### config.mk
export PLATFORM = sky130hd
export DESIGN_NAME = csfg_core
export DESIGN_NICKNAME = d
export VERILOG_FILES = /design/src/rtl/csfg_pkg.sv /design/src/rtl/csfg_guard_window.sv /design/src/rtl/csfg_regfile.sv /design/src/rtl/csfg_core.sv
export VERILOG_INCLUDE_DIRS = /design/src /design/src/rtl
export SDC_FILE = /design/constraint.sdc
export NUM_CORES = 1
export LEC_CHECK = 0
export BUFFER_PORTS_ARGS = -buffer_cell sky130_fd_sc_hd__buf_2
export CAP_MARGIN = 20
export CELL_PAD_IN_SITES_DETAIL_PLACEMENT = 0
export CELL_PAD_IN_SITES_GLOBAL_PLACEMENT = 2
export CORE_AREA = 3 3 266 268
export CTS_CLUSTER_DIAMETER = 40
export DETAILED_ROUTE_END_ITERATION = 7
export DIE_AREA = 0 0 269 271
export GPL_ROUTABILITY_DRIVEN = 0
export PLACE_DENSITY = 0.86
export SYNTH_ARGS = -nofsm -noshare
export SYNTH_HDL_FRONTEND = slang
export SYNTH_SLANG_ARGS = --single-unit
### constraint.sdc
create_clock -name clk -period 3.98 [get_ports clk]
set_input_delay 0.398 -clock clk [delete_from_list [all_inputs] [get_ports clk]]
set_output_delay 0.398 -clock clk [all_outputs]
set_load 0.01 [all_outputs]
### src/rtl/csfg_defs.svh
// Purpose: Offsets, field positions, reset values and counts for the CPU housekeeping block.
// Assumes: Register indices are multiplied by four to form APB byte addresses.
// Notes:   Definitions only; include by bare name.
`ifndef CSFG_DEFS_SVH
`define CSFG_DEFS_SVH

// Register indices and byte addresses.
`define CSFG_IDX_GUARD      10'h004
`define CSFG_IDX_SPL        10'h00d
`define CSFG_IDX_SPH        10'h00e
`define CSFG_IDX_RESULT_FLAG_REGISTER       10'h00f
`define CSFG_ADDR_GUARD     {`CSFG_IDX_GUARD, 2'b00}
`define CSFG_ADDR_SPL       {`CSFG_IDX_SPL, 2'b00}
`define CSFG_ADDR_SPH       {`CSFG_IDX_SPH, 2'b00}
`define CSFG_ADDR_RESULT_FLAG_REGISTER      {`CSFG_IDX_RESULT_FLAG_REGISTER, 2'b00}

// Guard signatures and read-back bits.
`define CSFG_KEY_IO         8'hd8
`define CSFG_KEY_SELFPROG   8'h9d
`define CSFG_GUARD_IO_BIT   0
`define CSFG_GUARD_SPM_BIT  1

// Result-flag register bit positions.
`define CSFG_FLAG_I         7
`define CSFG_FLAG_T         6
`define CSFG_FLAG_H         5
`define CSFG_FLAG_S         4
`define CSFG_FLAG_V         3
`define CSFG_FLAG_N         2
`define CSFG_FLAG_Z         1
`define CSFG_FLAG_C         0

// Reset values.
`define CSFG_RESULT_FLAG_REGISTER_RESET     8'h00
`define CSFG_SRAM_TOP       16'h7fff

// Instructions a guard or stack-pointer window stays open.
`define CSFG_WINDOW_INSTRS  3'h4

// First register of the first pointer pair, and the low and high bytes of Z.
`define CSFG_REG_PTR_BASE   5'h1a
`define CSFG_REG_Z_LO       5'h1e
`define CSFG_REG_Z_HI       5'h1f

`endif

### src/rtl/csfg_pkg.sv
// Purpose: Types shared by the CPU housekeeping block.
// Assumes: Nothing is imported; users write csfg_pkg::name.
// Notes:   Codes are one-hot.
package csfg_pkg;

    typedef enum logic [4:0] {
        CSFG_OP_NONE = 5'h01,
        CSFG_OP_PUSH = 5'h02,
        CSFG_OP_POP  = 5'h04,
        CSFG_OP_CALL = 5'h08,
        CSFG_OP_RET  = 5'h10
    } csfg_stack_op_t;

    typedef enum logic [3:0] {
        CSFG_PTR_NONE    = 4'h1,
        CSFG_PTR_DISP    = 4'h2,
        CSFG_PTR_POSTINC = 4'h4,
        CSFG_PTR_PREDEC  = 4'h8
    } csfg_ptr_mode_t;

endpackage : csfg_pkg

### src/rtl/csfg_guard_window.sv
// Purpose: Window that opens on a start pulse and closes after a count of instructions.
// Assumes: tick pulses once per executed instruction.
// Notes:   Start beats kill, so a reopening write is never lost.
`timescale 1ns/1ps
`include "csfg_defs.svh"
module csfg_guard_window #(
    parameter logic [2:0] LIMIT = `CSFG_WINDOW_INSTRS
) (
    // Clock and reset.
    input  wire logic clk,
    input  wire logic reset_n,
    // Events.
    input  wire logic start,
    input  wire logic kill,
    input  wire logic tick,
    // State.
    output logic      windowOpen,
    output logic      next_windowOpen
);

    logic [2:0] count;
    logic [2:0] next_count;

    always_comb
    begin
        next_windowOpen = windowOpen;
        next_count      = count;
        if (start)
        begin
            next_windowOpen = 1'b1;
            next_count      = 3'h0;
        end
        else if (kill)
        begin
            next_windowOpen = 1'b0;
            next_count      = 3'h0;
        end
        else if (windowOpen && tick)
        begin
            if (count == LIMIT - 3'h1)
            begin
                next_windowOpen = 1'b0;
                next_count      = 3'h0;
            end
            else
            begin
                next_count = count + 3'h1;
            end
        end
    end

    always_ff @(posedge clk)
    begin
        if (!reset_n)
        begin
            windowOpen <= 1'b0;
            count      <= 3'h0;
        end
        else
        begin
            windowOpen <= next_windowOpen;
            count      <= next_count;
        end
    end

endmodule : csfg_guard_window

### src/rtl/csfg_regfile.sv
// Purpose: Working register file with pointer pairs and registered read ports.
// Assumes: One write and two reads per cycle; reads return one cycle later.
// Notes:   An explicit write to a pointer byte beats that pointer's own update.
`timescale 1ns/1ps
`include "csfg_defs.svh"
module csfg_regfile (
    // Clock and reset.
    input  wire logic                     clk,
    input  wire logic                     reset_n,
    // Register access.
    input  wire logic                     wrEn,
    input  wire logic [4:0]               wrAddr,
    input  wire logic [7:0]               wrData,
    input  wire logic                     immOp,
    input  wire logic [4:0]               rdAddrA,
    input  wire logic [4:0]               rdAddrB,
    output logic      [7:0]               rdDataA,
    output logic      [7:0]               rdDataB,
    // Pointer addressing.
    input  wire logic                     ptrReq,
    input  wire logic [1:0]               ptrSel,
    input  wire csfg_pkg::csfg_ptr_mode_t ptrMode,
    input  wire logic [5:0]               ptrDisp,
    output logic      [15:0]              ptrDataAddr,
    output logic      [15:0]              ptrProgAddr,
    output logic                          ptrValid
);

    logic [7:0]  regs [0:31];
    logic [4:0]  effWr;
    logic [4:0]  effRdA;
    logic [4:0]  ptrLo;
    logic [4:0]  ptrHi;
    logic [15:0] ptrVal;
    logic [15:0] next_ptr;
    logic [15:0] effAddr;

    assign effWr  = immOp ? {1'b1, wrAddr[3:0]} : wrAddr;
    assign effRdA = immOp ? {1'b1, rdAddrA[3:0]} : rdAddrA;
    assign ptrLo  = `CSFG_REG_PTR_BASE + {2'b00, ptrSel, 1'b0};
    assign ptrHi  = ptrLo + 5'h01;
    assign ptrVal = {regs[ptrHi], regs[ptrLo]};

    always_comb
    begin
        next_ptr = ptrVal;
        effAddr  = ptrVal;
        case (ptrMode)
            csfg_pkg::CSFG_PTR_DISP:    effAddr = ptrVal + {10'h000, ptrDisp};
            csfg_pkg::CSFG_PTR_POSTINC: next_ptr = ptrVal + 16'h0001;
            csfg_pkg::CSFG_PTR_PREDEC:
            begin
                next_ptr = ptrVal - 16'h0001;
                effAddr  = ptrVal - 16'h0001;
            end
            default:                    effAddr = ptrVal;
        endcase
    end

    always_ff @(posedge clk)
    begin
        if (!reset_n)
        begin
            for (int i = 0; i < 32; i++)
            begin
                regs[i] <= 8'h00;
            end
        end
        else
        begin
            if (ptrReq && (ptrMode == csfg_pkg::CSFG_PTR_POSTINC || ptrMode == csfg_pkg::CSFG_PTR_PREDEC))
            begin
                regs[ptrLo] <= next_ptr[7:0];
                regs[ptrHi] <= next_ptr[15:8];
            end
            if (wrEn)
            begin
                regs[effWr] <= wrData;
            end
        end
    end

    always_ff @(posedge clk)
    begin
        if (!reset_n)
        begin
            rdDataA     <= 8'h00;
            rdDataB     <= 8'h00;
            ptrDataAddr <= 16'h0000;
            ptrProgAddr <= 16'h0000;
            ptrValid    <= 1'b0;
        end
        else
        begin
            rdDataA     <= regs[effRdA];
            rdDataB     <= regs[rdAddrB];
            ptrDataAddr <= effAddr;
            ptrProgAddr <= {regs[`CSFG_REG_Z_HI], regs[`CSFG_REG_Z_LO]};
            ptrValid    <= ptrReq;
        end
    end

endmodule : csfg_regfile

### src/rtl/csfg_core.sv
// Purpose: CPU housekeeping: result flags, stack pointer, register file and change guard.
// Assumes: CPU-side inputs are synchronous single-cycle pulses; APB is zero-wait.
// Notes:   Registers sit at four times their index on the APB.
//
// Implementation choices: the placing of the registers and the APB register port.
`timescale 1ns/1ps
`include "csfg_defs.svh"
module csfg_core #(
    parameter logic [15:0] SRAM_TOP = `CSFG_SRAM_TOP
) (
    // Clock and reset.
    input  wire logic                     clk,
    input  wire logic                     reset_n,
    // APB slave.
    input  wire logic                     psel,
    input  wire logic                     penable,
    input  wire logic                     pwrite,
    input  wire logic [11:0]              paddr,
    input  wire logic [31:0]              pwdata,
    input  wire logic [3:0]               pstrb,
    output logic      [31:0]              prdata,
    output logic                          pready,
    output logic                          pslverr,
    // CPU events.
    input  wire logic                     instrDone,
    input  wire logic                     ioWrite,
    input  wire logic                     nvmAccess,
    input  wire logic                     sleepExec,
    // ALU results.
    input  wire logic                     aluValid,
    input  wire logic                     aluHalf,
    input  wire logic                     aluOverflow,
    input  wire logic                     aluNegative,
    input  wire logic                     aluZero,
    input  wire logic                     aluCarry,
    // Stack requests.
    input  wire csfg_pkg::csfg_stack_op_t stackOp,
    input  wire logic [7:0]               pushData,
    input  wire logic [16:0]              returnAddr,
    // Stack memory side.
    output logic                          stackWrEn,
    output logic                          stackWrWord,
    output logic      [15:0]              stackWrAddr,
    output logic      [15:0]              stackWrData,
    output logic                          stackRdEn,
    output logic                          stackRdWord,
    output logic      [15:0]              stackRdAddr,
    output logic      [15:0]              stackPointer,
    // Register file.
    input  wire logic                     rfWrEn,
    input  wire logic [4:0]               rfWrAddr,
    input  wire logic [7:0]               rfWrData,
    input  wire logic                     rfImmOp,
    input  wire logic [4:0]               rfRdAddrA,
    input  wire logic [4:0]               rfRdAddrB,
    output logic      [7:0]               rfRdDataA,
    output logic      [7:0]               rfRdDataB,
    input  wire logic                     ptrReq,
    input  wire logic [1:0]               ptrSel,
    input  wire csfg_pkg::csfg_ptr_mode_t ptrMode,
    input  wire logic [5:0]               ptrDisp,
    output logic      [15:0]              ptrDataAddr,
    output logic      [15:0]              ptrProgAddr,
    output logic                          ptrValid,
    // Guard and flags.
    output logic                          ioUnlock,
    output logic                          selfProgUnlock,
    output logic                          irqBlock,
    output logic      [7:0]               resultFlags
);

    ////////////////////////////////////////////////////////////////////////////
    // APB decode.

    logic        setupPhase;
    logic        accessWrite;
    logic        lowLane;
    logic        wrGuard;
    logic        wrSpl;
    logic        wrSph;
    logic        wrSreg;
    logic        wrOther;
    logic [7:0]  wrByte;
    logic        hitGuard;
    logic        hitSpl;
    logic        hitSph;
    logic        hitSreg;
    logic        addrHit;

    assign setupPhase  = psel && !penable;
    // The slave is zero-wait, so every access phase completes.
    assign accessWrite = psel && penable && pwrite && !pslverr;
    assign lowLane     = pstrb[0];
    assign wrByte      = pwdata[7:0];
    assign hitGuard    = (paddr == `CSFG_ADDR_GUARD);
    assign hitSpl      = (paddr == `CSFG_ADDR_SPL);
    assign hitSph      = (paddr == `CSFG_ADDR_SPH);
    assign hitSreg     = (paddr == `CSFG_ADDR_RESULT_FLAG_REGISTER);
    assign addrHit     = hitGuard || hitSpl || hitSph || hitSreg;
    assign wrGuard     = accessWrite && lowLane && hitGuard;
    assign wrSpl       = accessWrite && lowLane && hitSpl;
    assign wrSph       = accessWrite && lowLane && hitSph;
    assign wrSreg      = accessWrite && lowLane && hitSreg;
    // Every software write to a mapped register other than the guard counts as an I/O write.
    assign wrOther     = (accessWrite && !hitGuard) || ioWrite;

    ////////////////////////////////////////////////////////////////////////////
    // Change guard.

    logic keyIo;
    logic keySelfProg;
    logic ioOpen;
    logic ioOpenNext;
    logic spmOpen;
    logic spmOpenNext;
    logic splHold;
    logic splHoldNext;

    assign keyIo       = wrGuard && (wrByte == `CSFG_KEY_IO);
    assign keySelfProg = wrGuard && (wrByte == `CSFG_KEY_SELFPROG);

    // Any other guard value matches neither key and opens nothing.
    csfg_guard_window #(
        .LIMIT (`CSFG_WINDOW_INSTRS)
    ) u_io_window (
        .clk             (clk),
        .reset_n         (reset_n),
        .start           (keyIo),
        .kill            (wrOther || nvmAccess || sleepExec || keySelfProg),
        .tick            (instrDone),
        .windowOpen      (ioOpen),
        .next_windowOpen (ioOpenNext)
    );

    csfg_guard_window #(
        .LIMIT (`CSFG_WINDOW_INSTRS)
    ) u_spm_window (
        .clk             (clk),
        .reset_n         (reset_n),
        .start           (keySelfProg),
        .kill            (nvmAccess || sleepExec || keyIo),
        .tick            (instrDone),
        .windowOpen      (spmOpen),
        .next_windowOpen (spmOpenNext)
    );

    // A later I/O write or the fourth instruction ends the hold, never the low-byte write itself.
    csfg_guard_window #(
        .LIMIT (`CSFG_WINDOW_INSTRS)
    ) u_spl_hold (
        .clk             (clk),
        .reset_n         (reset_n),
        .start           (wrSpl),
        .kill            (wrOther),
        .tick            (instrDone),
        .windowOpen      (splHold),
        .next_windowOpen (splHoldNext)
    );

    // The block only withholds service; interrupt flags stay pending outside.
    always_ff @(posedge clk)
    begin
        if (!reset_n)
        begin
            ioUnlock       <= 1'b0;
            selfProgUnlock <= 1'b0;
            irqBlock       <= 1'b0;
        end
        else
        begin
            ioUnlock       <= ioOpenNext;
            selfProgUnlock <= spmOpenNext;
            irqBlock       <= ioOpenNext || spmOpenNext || splHoldNext;
        end
    end

    ////////////////////////////////////////////////////////////////////////////
    // Result flags.

    logic [7:0] next_flags;

    always_comb
    begin
        next_flags = resultFlags;
        if (wrSreg)
        begin
            next_flags = wrByte;
        end
        if (aluValid)
        begin
            next_flags[`CSFG_FLAG_H] = aluHalf;
            next_flags[`CSFG_FLAG_V] = aluOverflow;
            next_flags[`CSFG_FLAG_N] = aluNegative;
            next_flags[`CSFG_FLAG_Z] = aluZero;
            next_flags[`CSFG_FLAG_C] = aluCarry;
        end
        next_flags[`CSFG_FLAG_S] = next_flags[`CSFG_FLAG_N] ^ next_flags[`CSFG_FLAG_V];
    end

    // Stack operations never touch the flags; handlers save them in software.
    always_ff @(posedge clk)
    begin
        if (!reset_n)
        begin
            resultFlags <= `CSFG_RESULT_FLAG_REGISTER_RESET;
        end
        else
        begin
            resultFlags <= next_flags;
        end
    end

    ////////////////////////////////////////////////////////////////////////////
    // Stack pointer.

    logic [15:0] returnWord;
    logic [15:0] next_sp;

    assign returnWord = returnAddr[16:1];

    // A software write to either byte beats a stack operation in the same cycle.
    always_comb
    begin
        next_sp = stackPointer;
        if (wrSpl || wrSph)
        begin
            if (wrSpl)
            begin
                next_sp[7:0] = wrByte;
            end
            if (wrSph)
            begin
                next_sp[15:8] = wrByte;
            end
        end
        else
        begin
            case (stackOp)
                csfg_pkg::CSFG_OP_PUSH: next_sp = stackPointer - 16'h0001;
                csfg_pkg::CSFG_OP_POP:  next_sp = stackPointer + 16'h0001;
                csfg_pkg::CSFG_OP_CALL: next_sp = stackPointer - 16'h0002;
                csfg_pkg::CSFG_OP_RET:  next_sp = stackPointer + 16'h0002;
                default:                next_sp = stackPointer;
            endcase
        end
    end

    always_ff @(posedge clk)
    begin
        if (!reset_n)
        begin
            stackPointer <= SRAM_TOP;
        end
        else
        begin
            stackPointer <= next_sp;
        end
    end

    // Stack memory strobes; data byte 0 goes to the address, byte 1 to the address plus one.
    always_ff @(posedge clk)
    begin
        if (!reset_n)
        begin
            stackWrEn   <= 1'b0;
            stackWrWord <= 1'b0;
            stackWrAddr <= 16'h0000;
            stackWrData <= 16'h0000;
            stackRdEn   <= 1'b0;
            stackRdWord <= 1'b0;
            stackRdAddr <= 16'h0000;
        end
        else
        begin
            stackWrEn   <= 1'b0;
            stackWrWord <= 1'b0;
            stackRdEn   <= 1'b0;
            stackRdWord <= 1'b0;
            if (!(wrSpl || wrSph))
            begin
                case (stackOp)
                    csfg_pkg::CSFG_OP_PUSH:
                    begin
                        stackWrEn   <= 1'b1;
                        stackWrAddr <= stackPointer;
                        stackWrData <= {8'h00, pushData};
                    end
                    csfg_pkg::CSFG_OP_CALL:
                    begin
                        stackWrEn   <= 1'b1;
                        stackWrWord <= 1'b1;
                        stackWrAddr <= stackPointer - 16'h0001;
                        stackWrData <= {returnWord[7:0], returnWord[15:8]};
                    end
                    csfg_pkg::CSFG_OP_POP:
                    begin
                        stackRdEn   <= 1'b1;
                        stackRdAddr <= stackPointer + 16'h0001;
                    end
                    csfg_pkg::CSFG_OP_RET:
                    begin
                        stackRdEn   <= 1'b1;
                        stackRdWord <= 1'b1;
                        stackRdAddr <= stackPointer + 16'h0001;
                    end
                    default:
                    begin
                        stackWrEn <= 1'b0;
                    end
                endcase
            end
        end
    end

    ////////////////////////////////////////////////////////////////////////////
    // APB answer.

    // Read data is captured in the setup cycle; a stack move in that cycle shows next read.
    always_ff @(posedge clk)
    begin
        if (!reset_n)
        begin
            prdata  <= 32'h00000000;
            pready  <= 1'b0;
            pslverr <= 1'b0;
        end
        else
        begin
            pready <= 1'b1;
            if (setupPhase)
            begin
                pslverr <= !addrHit;
                if (hitGuard)
                begin
                    prdata <= {30'h00000000, spmOpen, ioOpen};
                end
                else if (hitSpl)
                begin
                    prdata <= {24'h000000, stackPointer[7:0]};
                end
                else if (hitSph)
                begin
                    prdata <= {24'h000000, stackPointer[15:8]};
                end
                else if (hitSreg)
                begin
                    prdata <= {24'h000000, resultFlags};
                end
                else
                begin
                    prdata <= 32'h00000000;
                end
            end
        end
    end

    ////////////////////////////////////////////////////////////////////////////
    // Working registers.

    csfg_regfile u_regfile (
        .clk         (clk),
        .reset_n     (reset_n),
        .wrEn        (rfWrEn),
        .wrAddr      (rfWrAddr),
        .wrData      (rfWrData),
        .immOp       (rfImmOp),
        .rdAddrA     (rfRdAddrA),
        .rdAddrB     (rfRdAddrB),
        .rdDataA     (rfRdDataA),
        .rdDataB     (rfRdDataB),
        .ptrReq      (ptrReq),
        .ptrSel      (ptrSel),
        .ptrMode     (ptrMode),
        .ptrDisp     (ptrDisp),
        .ptrDataAddr (ptrDataAddr),
        .ptrProgAddr (ptrProgAddr),
        .ptrValid    (ptrValid)
    );

endmodule : csfg_core

==> out/metrics.yaml, run 1 <==
outcome: "finished clean"
kind_of_start_point_of_the_critical_path: "flip-flop"
worstSetupEndpoint: "u_regfile.regs[6][7]$_DFFE_PP_"
rsz0062_at_grt: "false"
cts-root-to-sink-buffers: 3
worst_ep_required_time_ns: 4.47
final.period_utilization: 0.912
synth.lib_cells_used.distinct: 79
fin_ws_ns: 0.351
synthesis.area_um2: 24000
remaining_drc_errors: 0
synth-warning-count: 0
synthTopCellsByCount: "sky130_fd_sc_hd__edfxtp_1, sky130_fd_sc_hd__nor2_1, sky130_fd_sc_hd__mux4_2"
placedInstanceArea_um2: 26700
reg2regPathDepth: 8
cts_made_buffers: 61
port_buffers: 240
leakagePower_nw: 10.9
regArea_um2: 10700
yosysTopAreaCell: "sky130_fd_sc_hd__edfxtp_1"
grt_pass1_wl_um: 128000
worst_setup_skew_after_layout_ns: 0.0412
num_vias: 20000
reg2reg_setup_slack_ns: 0.35
regToRegStartpoint: "u_regfile.regs[2][1]$_DFFE_PP_"
detail_route.wl_per_cell_um: 26.6
drt_wl_total_um: 88700
placement_rows: 96
crit_path_cell_trace: "mux4_2, mux2_4, and3b_1, or4b_1, o21ai_0, nand2_1, xor2_1, a22o_1"
h_tree_depth_reported_by_cts: 2
ant_nets: 0
ys_seq_elements: 404
dp_slack_ns: -0.236
cap_violations: 0
synthesis.instances: 2075
detail_route.iter0.violations: 2316
num-fill-cells: 6377
slew_headroom: 0.201
async_flop_share: 0
ios: 293
number_of_detailed_routing_iterations_run_before_antenna_repair: 5
layout.nets: 2513
worst_ir_drop_vdd_mv: 0.303
die_area_um2: 72900
worst_path_dominant_cell_family: "simple AND/OR/NAND/NOR gates"
yosys.cell_count.top_type: "sky130_fd_sc_hd__edfxtp_1"
power_density_nw_per_um2: 426
crit_start: "u_regfile.regs[2][1]$_DFFE_PP_"
top_reg_cell_synth: "sky130_fd_sc_hd__edfxtp_1"
crit_path_end_kind: "flip-flop"
post-route-cell-area_um2: 28900
critical_path.slowest_cell: "sky130_fd_sc_hd__xor2_1"
average_vias_per_placed_instance: 6.01
criticalPathCategory: "reg2reg"
worst_slew_pin_slew_ns: 1.19
post_route_cells_drive_above_1_share: 0.292
number_of_global_route_vias_before_repair: 19500
die_h_um: 271
count_of_final_setup_violators: 0
synthTopCellsByArea: "sky130_fd_sc_hd__edfxtp_1, sky130_fd_sc_hd__mux4_2, sky130_fd_sc_hd__dfxtp_1"
synth-seq-area-share: 0.444
clock_input_transition_at_the_sequential_cells_of_the_worst_setup_and_hold_paths_ns: 0.06
tritoncts_num_sinks: 404
synth_area_per_cell_um2: 11.6
yosysTopAreaCellShare: 0.320
initial_antenna_violation_count: 4
grt-ovfl-total: 0
hpwl_um: 64800
hold_viol_final: 0
max_slew_violation_count: 0
start_util: 0.350
grt_max_degree: 94
hold_crit_class: "in2reg"
cts_tree: "built"
fp.coreArea_um2: 68600
path_buf_inv: 0
critical_path.max_stage_delay_ns: 0.84
area_growth_syn_to_layout_pct: 20.5
critical_path_peak_fanout: 8
worst_r2r_endpoint: "u_regfile.regs[6][7]$_DFFE_PP_"
synth_enable_flop_cells: 256
fin_crit_ns: 3.63
maxClockFrequency_mhz: 276
cp.depth: 8
arrival_ns: 4.12
track_usage: 0.238
clk-insertion-delay-late_ns: 0.64
multiInputGateArea_um2: 12600
die_w_um: 269
clock_tree.root_cell: "sky130_fd_sc_hd__clkbuf_16"
[flip-flops by register name (all words and copies together) (netlist names), 3 cells and up]
register and count:
stackWrData 16, u_regfile.ptrDataAddr 16, stackRdAddr 16, u_regfile.regs 256, stackPointer 16, prdata 8
stackWrAddr 16, u_regfile.rdDataA 8, resultFlags 8, u_spl_hold.count 3, u_io_window.count 3, u_spm_window.count 3
u_regfile.rdDataB 8, u_regfile.ptrProgAddr 16
[power breakdown]
part	internal [mW]	switching, mW
registers	4.66	0.199
logic	0.830	1.16
clock network	3.29	2.20
[worst min-delay path by stage]
stage / from / to / depth (start not counted)
finish: ptrReq / u_regfile.ptrValid$_SDFF_PN0_ / 2
floorplan: u_io_window.count[2]$_SDFFE_PP0P_ / u_io_window.count[2]$_SDFFE_PP0P_ / 2
global route: returnAddr[15] / stackWrData[6]$_SDFFE_PN0P_ / 3
global placement: u_spl_hold.count[2]$_SDFFE_PP0P_ / u_spl_hold.count[2]$_SDFFE_PP0P_ / 2
detailed placement: u_io_window.count[2]$_SDFFE_PP0P_ / u_io_window.count[2]$_SDFFE_PP0P_ / 2
CTS: aluZero / resultFlags[1]$_SDFFE_PN0P_ / 3
[final cells by class]
class,count,share of cell area
Antenna cell,4,0.000346
Sequential cell,404,0.368
Multi-Input combinational cell,1488,0.434
Clock inverter,42,0.0177
Tap cell,931,0.0403
Timing Repair Buffer,373,0.0810
Clock buffer,72,0.0552
Inverter,22,0.00290
[cells in the final DEF (no fill, tap or decap), types with 30 or more instances in the layout]
cell type	Yosys	final
sky130_fd_sc_hd__nand2_1	154	154
sky130_fd_sc_hd__buf_4	26	115
sky130_fd_sc_hd__a22o_1	121	121
sky130_fd_sc_hd__mux2i_1	39	39
sky130_fd_sc_hd__nand3_1	30	30
sky130_fd_sc_hd__xnor2_1	52	52
sky130_fd_sc_hd__o21ai_0	42	42
sky130_fd_sc_hd__buf_2	5	238
sky130_fd_sc_hd__a211oi_1	36	36
sky130_fd_sc_hd__a21oi_1	68	66
sky130_fd_sc_hd__nor2_1	213	211
sky130_fd_sc_hd__mux4_2	190	190
sky130_fd_sc_hd__clkbuf_16	0	61
sky130_fd_sc_hd__edfxtp_1	256	256
sky130_fd_sc_hd__dfxtp_1	148	148
sky130_fd_sc_hd__and2_1	154	154
[worst register-to-register path: cells and delay by family (launching register included)]
family | cells | cell delay, ns
AO/OA/AOI/OAI | 2 | 0.45
XOR/XNOR | 1 | 0.84
flip-flops | 1 | 0.52
multiplexers | 2 | 0.81
AND/OR/NAND/NOR | 3 | 0.88
[repair_timing]
| item | CTS | global route |
|---|---|---|
| hold buffers | 11 | 0 |
| buffers inserted | 0 | 0 |
| resized for setup | 0 | 0 |
| hold endpoints to repair | 11 | 0 |
[metal layers]
| metal | GRT usage | up-vias | routed length (um) |
|---|---|---|---|
| met3 | 0.0577 | 295 | 10100 |
| met2 | 0.389 | 1406 | 41600 |
| met1 | 0.292 | 9811 | 31900 |
| li1 | - | 8519 | - |
| met5 | 0 | - | 9 |
| met4 | 0.119 | 2 | 5060 |
[cells by family after synthesis]
kind of cell    count (synthesis)  share of synthesized area
xor+xnor                       77                     0.0290
flops                         404                      0.444
compound gates                419                      0.128
buf+inv                       206                     0.0378
simple gates                  696                      0.144
mux                           240                      0.200
other cells                     1                   0.000156
fa+ha+maj                      32                     0.0173
[metrics by stage]
step	power, mW	instances	hold WS [ns]	TNS, ns	util
after floorplan	6.03	2098	0.410	0	-
after global placement	6.84	3206	0.417	-0.952	0.389
after detailed placement	6.88	3206	0.428	-1.96	0.389
after CTS	12.4	3331	0.000788	0	0.422
after global routing	12.7	3332	0.0302	0	0.422
final	12.3	3336	0.0322	0	0.422
(Power assumes the default switching activity.)
==> run 2, diff against run 1 <==
--- a/config.mk
+++ b/config.mk
@@ -10,12 +10,14 @@
 export CAP_MARGIN = 20
 export CELL_PAD_IN_SITES_DETAIL_PLACEMENT = 0
 export CELL_PAD_IN_SITES_GLOBAL_PLACEMENT = 2
-export CORE_AREA = 3 3 266 268
+export CORE_AREA = 2 2 265 267
 export CTS_CLUSTER_DIAMETER = 40
 export DETAILED_ROUTE_END_ITERATION = 7
-export DIE_AREA = 0 0 269 271
+export DIE_AREA = 0 0 267 269
 export GPL_ROUTABILITY_DRIVEN = 0
+export MAX_ROUTING_LAYER = met4
 export PLACE_DENSITY = 0.86
 export SYNTH_ARGS = -nofsm -noshare
 export SYNTH_HDL_FRONTEND = slang
 export SYNTH_SLANG_ARGS = --single-unit
+export TNS_END_PERCENT = 5
==> out/metrics.yaml, run 2 (synthesized netlist as in run 1, its figures left out) <==
num_vias: 19600  # -1.9%
area_growth_syn_to_layout_pct: 20.0
p_total_mw: 12.2  # -1.2%
cts_tree: "built"
number_of_global_route_vias_before_repair: 19100  # -2.0%
start_util: 0.346  # -0.00361
placed_cells: 3205  # -0.031%
count_of_final_setup_violators: 0  # unchanged
fp.coreArea_um2: 69300  # +1.0%
worst_setup_skew_after_layout_ns: 0.0414  # +0.000221 ns
maxClockFrequency_mhz: 269  # -2.3%
ant_nets: 0  # unchanged
critical_path_peak_fanout: 8  # unchanged
fin_util: 0.416  # -0.00610
h_tree_depth_reported_by_cts: 2  # unchanged
detail_route.iter0.violations: 2075  # -10%
ios: 293  # unchanged
clock_tree.root_cell: "sky130_fd_sc_hd__clkbuf_16"
layout.nets: 2499  # -0.56%
crit_path_end_kind: "flip-flop"
largest_register_ffs: 256  # unchanged
regMostFlops: "u_regfile.regs"
placement_rows: 97  # +1.0%
die_w_um: 267  # -0.74%
arrival_ns: 4.20  # +0.08 ns
num-fill-cells: 6536  # +2.5%
fin_hold_ws_ns: 0.0309  # -0.00131 ns
die_h_um: 269  # -0.74%
dp_slack_ns: 0.00486  # +0.241 ns
hpwl_um: 64500  # -0.51%
average_vias_per_placed_instance: 5.91  # -1.7%
post_route_cells_drive_above_1_share: 0.291  # -0.00110
worst_ir_drop_vdd_mv: 0.343  # +13%
die_area_um2: 71800  # -1.5%
initial_antenna_violation_count: 0  # -4
final.period_utilization: 0.933  # +0.0217
grt_max_degree: 65  # -31%
placedInstanceArea_um2: 26700  # -0.15%
drt_wl_total_um: 88000  # -0.71%
tritoncts_num_sinks: 404  # unchanged
slew_headroom: 0.243  # +0.0414
max_slew_violation_count: 0  # unchanged
post-route-cell-area_um2: 28800  # -0.42%
track_usage: 0.248  # +0.0101
worst_slew_pin_slew_ns: 1.13  # -0.0618 ns
finalNonFillerCells: 3327  # -0.27%
hold_crit_class: "in2reg"
totalNegativeSetupSlack_ns: 0  # unchanged
remaining_drc_errors: 0  # unchanged
fin_ws_ns: 0.265  # -0.0862 ns
hold_viol_final: 0  # unchanged
clock_input_transition_at_the_sequential_cells_of_the_worst_setup_and_hold_paths_ns: 0.06  # about the same
post_cts_setup_repair_bufs: 0  # unchanged
cts_made_buffers: 59  # -3.3%
outcome: "finished clean"
rsz0062_at_grt: "false"
leakagePower_nw: 10.8  # -0.76%
cap_violations: 0  # unchanged
mostFrequentLayoutCells: "sky130_fd_sc_hd__edfxtp_1, sky130_fd_sc_hd__buf_2, sky130_fd_sc_hd__nor2_1"
detail_route.wl_per_cell_um: 26.5  # -0.44%
most_common_cell_after_layout_fill_and_taps_aside: "sky130_fd_sc_hd__edfxtp_1"
grt_pass1_wl_um: 127000  # -0.97%
port_buffers: 240  # unchanged
fin_crit_ns: 3.72  # +0.0862 ns
kind_of_start_point_of_the_critical_path: "flip-flop"
grt-ovfl-total: 0  # unchanged
number_of_detailed_routing_iterations_run_before_antenna_repair: 5  # unchanged
criticalPathCategory: "reg2reg"
power_density_nw_per_um2: 423  # -0.82%
worst_ep_required_time_ns: 4.47  # about the same
clk-insertion-delay-late_ns: 0.65  # about the same
cts-root-to-sink-buffers: 3  # unchanged
run 2: path summary, 6_finish.rpt:
path / cells past startpoint / slack [ns] / to / start
min reg2reg: 2 / 0.44 / u_io_window.count[2]$_SDFFE_PP0P_ / u_io_window.count[2]$_SDFFE_PP0P_
max reg2reg: 8 / 0.26 / u_regfile.regs[30][7]$_DFFE_PP_ / u_regfile.regs[0][1]$_DFFE_PP_
min: 3 / 0.03 / resultFlags[5]$_SDFFE_PN0P_ / aluHalf
max: 8 / 0.26 / u_regfile.regs[30][7]$_DFFE_PP_ / u_regfile.regs[0][1]$_DFFE_PP_
run 2: cell type report:
cell class	instances	area, um^2	share of cell area
antenna	1	2.50	0.0000869
clock inverter	49	574	0.0199
clock buffer	62	1490	0.0516
timing repair buffer	361	2270	0.0787
multi-input combinational	1488	12600	0.436
tap	940	1180	0.0408
sequential	404	10700	0.370
inverter	22	83.8	0.00291
run 2: repair_timing:
item | CTS | global route
resized for setup | 0 | 0
hold endpoints to repair | 8 | 0
hold buffers | 8 | 0
run 2: where the power goes:
| part | leakage [nW] | switching, mW | internal, mW |
|---|---|---|---|
| combinational | 6.06 | 1.15 | 0.824 |
| sequential | 3.75 | 0.205 | 4.66 |
| clock | 0.996 | 2.24 | 3.10 |
| total | 10.8 | 3.60 | 8.58 |
run 2: layer usage:
layer	track usage	up-vias	routed length, um
met5	-	-	0
met4	0.128	0	5370
li1	-	8465	-
met2	0.406	1297	42100
met3	0.0457	280	8860
met1	0.293	9606	31700
run 2: critical path, stage by stage (launching register included):
cell and delay, ns:
sky130_fd_sc_hd__edfxtp_1 0.52, sky130_fd_sc_hd__mux4_2 0.53, sky130_fd_sc_hd__mux2_4 0.31, sky130_fd_sc_hd__and3b_1 0.24, sky130_fd_sc_hd__or4b_1 0.59, sky130_fd_sc_hd__o21ai_0 0.21, sky130_fd_sc_hd__nand2_1 0.09, sky130_fd_sc_hd__xor2_1 0.84
sky130_fd_sc_hd__a22o_1 0.25
==> run 3, diff against run 2 <==
--- a/config.mk
+++ b/config.mk
@@ -10,13 +10,12 @@
 export CAP_MARGIN = 20
 export CELL_PAD_IN_SITES_DETAIL_PLACEMENT = 0
 export CELL_PAD_IN_SITES_GLOBAL_PLACEMENT = 2
-export CORE_AREA = 2 2 265 267
+export CORE_AREA = 2 2 292 236
 export CTS_CLUSTER_DIAMETER = 40
 export DETAILED_ROUTE_END_ITERATION = 7
-export DIE_AREA = 0 0 267 269
+export DIE_AREA = 0 0 294 238
 export GPL_ROUTABILITY_DRIVEN = 0
-export MAX_ROUTING_LAYER = met4
-export PLACE_DENSITY = 0.86
+export PLACE_DENSITY = 0.88
 export SYNTH_ARGS = -nofsm -noshare
 export SYNTH_HDL_FRONTEND = slang
 export SYNTH_SLANG_ARGS = --single-unit
==> out/metrics.yaml, run 3 (synthesized netlist as in run 1, its figures left out) <==
reg2regPathDepth: 10  # +2
worstSetupEndpoint: "u_regfile.regs[3][4]$_DFFE_PP_"
worst_ir_drop_vdd_mv: 0.393  # +15%
kind_of_start_point_of_the_critical_path: "flip-flop"
remaining_drc_errors: 0  # unchanged
crit_path_end_kind: "flip-flop"
ctsResizeCount: 0  # unchanged
cts_made_buffers: 61  # +3.4%
worst_r2r_endpoint: "u_regfile.regs[3][4]$_DFFE_PP_"
regToRegStartpoint: "u_regfile.regs[4][1]$_DFFE_PP_"
switchingPower_mw: 3.55  # -1.4%
placed_cells: 3138  # -2.1%
clk-insertion-delay-late_ns: 0.65  # about the same
worst_setup_skew_after_layout_ns: 0.0416  # +0.000178 ns
outcome: "finished clean"
cap_violations: 0  # unchanged
critical_path_peak_fanout: 8  # unchanged
number_of_global_route_vias_before_repair: 19000  # -0.25%
finalNonFillerCells: 3270  # -1.7%
criticalPathCategory: "reg2reg"
count_of_final_setup_violators: 0  # unchanged
rsz0062_at_grt: "false"
ant_nets: 0  # unchanged
die_h_um: 238  # -12%
comb_power_share: 0.159  # -0.003
max_slew_violation_count: 0  # unchanged
leakagePower_nw: 10.8  # +0.13%
critical_path.slowest_cell: "sky130_fd_sc_hd__xor2_1"
h_tree_depth_reported_by_cts: 2  # unchanged
tritoncts_num_sinks: 404  # unchanged
detail_route.iter0.violations: 2517  # +21%
p_int_mw: 8.69  # +1.2%
crit_path_cell_trace: "mux4_2, mux2_4, inv_1, ha_1, nand2_1, or4_1, nor2_2, a21boi_1, xor2_1, a22o_1"
fin_crit_ns: 3.75  # +0.0336 ns
slew_headroom: 0.202  # -0.0411
power_density_nw_per_um2: 425  # +0.48%
track_usage: 0.236  # -0.0117
num_vias: 19700  # +0.43%
largest_register_ffs: 256  # unchanged
p_total_mw: 12.2  # +0.45%
fraction_of_power_spent_switching_nets: 0.290  # -0.00530
regArea_um2: 10700  # unchanged
initial_antenna_violation_count: 5  # +5
cts_tree: "built"
clock_input_transition_at_the_sequential_cells_of_the_worst_setup_and_hold_paths_ns: 0.06  # about the same
arrival_ns: 4.24  # +0.04 ns
final.period_utilization: 0.942  # +0.00844
worst_ep_required_time_ns: 4.47  # about the same
die_w_um: 294  # +10%
hold_crit_class: "in2reg"
seqPwrFrac: 0.398  # about the same
grt_pass1_wl_um: 123000  # -3.4%
clock_tree.root_cell: "sky130_fd_sc_hd__clkbuf_16"
grt_max_degree: 52  # -20%
mostFrequentLayoutCells: "sky130_fd_sc_hd__edfxtp_1, sky130_fd_sc_hd__buf_2, sky130_fd_sc_hd__nor2_1"
port_buffers: 240  # unchanged
die_area_um2: 70000  # -2.6%
fp.coreArea_um2: 66900  # -3.5%
start_util: 0.359  # +0.0125
reg2reg_setup_slack_ns: 0.23  # -0.03 ns
num-fill-cells: 6171  # -5.6%
critical_path.max_stage_delay_ns: 0.79  # -0.05 ns
worst_slew_pin_slew_ns: 1.19  # +0.0569 ns
detail_route.wl_per_cell_um: 26.0  # -1.8%
layout.nets: 2510  # +0.44%
regMostFlops: "u_regfile.regs"
crit_start: "u_regfile.regs[4][1]$_DFFE_PP_"
ios: 293  # unchanged
hpwl_um: 62200  # -3.5%
drt_wl_total_um: 85000  # -3.5%
post_route_cells_drive_above_1_share: 0.293  # +0.00212
grt-ovfl-total: 0  # unchanged
average_vias_per_placed_instance: 6.03  # +2.2%
most_common_cell_after_layout_fill_and_taps_aside: "sky130_fd_sc_hd__edfxtp_1"
hold_viol_final: 0  # unchanged
clock_power_share: 0.443  # +0.004
area_growth_syn_to_layout_pct: 20.0  # about the same
number_of_detailed_routing_iterations_run_before_antenna_repair: 7  # +2
placement_rows: 85  # -12%
multiInputGateArea_um2: 12600  # unchanged
cts-root-to-sink-buffers: 3  # unchanged
maxClockFrequency_mhz: 267  # -0.90%
-- run 3: what timing repair did --
item	4_1_cts	5_1_grt
hold buffers	12	0
setup buffers	0	0
endpoints found under the hold margin	12	0
-- run 3: worst min path at each step --
stage,startpoint,to,slack [ns],depth (start not counted)
after floorplan,u_io_window.count[2]$_SDFFE_PP0P_,u_io_window.count[2]$_SDFFE_PP0P_,0.41,2
after global placement,u_io_window.count[2]$_SDFFE_PP0P_,u_io_window.count[2]$_SDFFE_PP0P_,0.42,2
after detailed placement,u_io_window.count[2]$_SDFFE_PP0P_,u_io_window.count[2]$_SDFFE_PP0P_,0.42,2
after CTS,pushData[0],stackWrData[0]$_SDFFE_PN0P_,0.02,3
after global routing,ptrReq,u_regfile.ptrValid$_SDFF_PN0_,0.03,2
final,ptrReq,u_regfile.ptrValid$_SDFF_PN0_,0.03,2
-- run 3: routing by layer --
| layer | wire [um] | GRT usage | share of wire |
|---|---|---|---|
| met2 | 36900 | 0.355 | 0.43 |
| met5 | 72 | 0.00836 | 0.00085 |
| met1 | 33600 | 0.317 | 0.40 |
| met4 | 3350 | 0.0909 | 0.039 |
| met3 | 11100 | 0.0742 | 0.13 |
-- run 3: cell type report --
type / instances / area share
multi-input cells: 1488 / 0.436
flip-flops and latches: 404 / 0.370
repair buffers: 370 / 0.0805
clock buffers: 64 / 0.0545
well taps: 870 / 0.0378
clock inverters: 48 / 0.0178
inverters: 22 / 0.00291
diodes: 4 / 0.000348
-- run 3: critical path, delay by kind of cell (launching register included) --
family          cells  cell delay, ns
buf+inv             1            0.06
fa+ha+maj           1            0.18
flops               1            0.49
mux                 2            0.85
compound gates      2            0.36
simple gates        3            0.86
xor+xnor            1            0.79
-- run 3: through the flow --
| stage | area [um^2] | util | setup slack, ns | hold WS, ns | TNS (ns) |
|---|---|---|---|---|---|
| after floorplan | 24100 | - | 0.0103 | 0.410 | 0 |
| after CTS | 28800 | 0.430 | 0.340 | 0.0191 | 0 |
| final | 28800 | 0.431 | 0.231 | 0.0341 | 0 |
| after detailed placement | 26600 | 0.397 | -0.103 | 0.421 | -0.714 |
| after global routing | 28800 | 0.430 | 0.113 | 0.0254 | 0 |
| after global placement | 26600 | 0.397 | -0.0366 | 0.418 | -0.284 |
-- run 3: power by group through the flow --
stage | Sequential, mW | Combinational [mW] | Clock [mW]
after global routing | 4.88 | 2.06 | 5.64
final | 4.87 | 1.95 | 5.42
after floorplan | 4.86 | 1.18 | 0
after detailed placement | 4.94 | 1.90 | 0
after global placement | 4.92 | 1.87 | 0
after CTS | 4.85 | 1.91 | 5.47
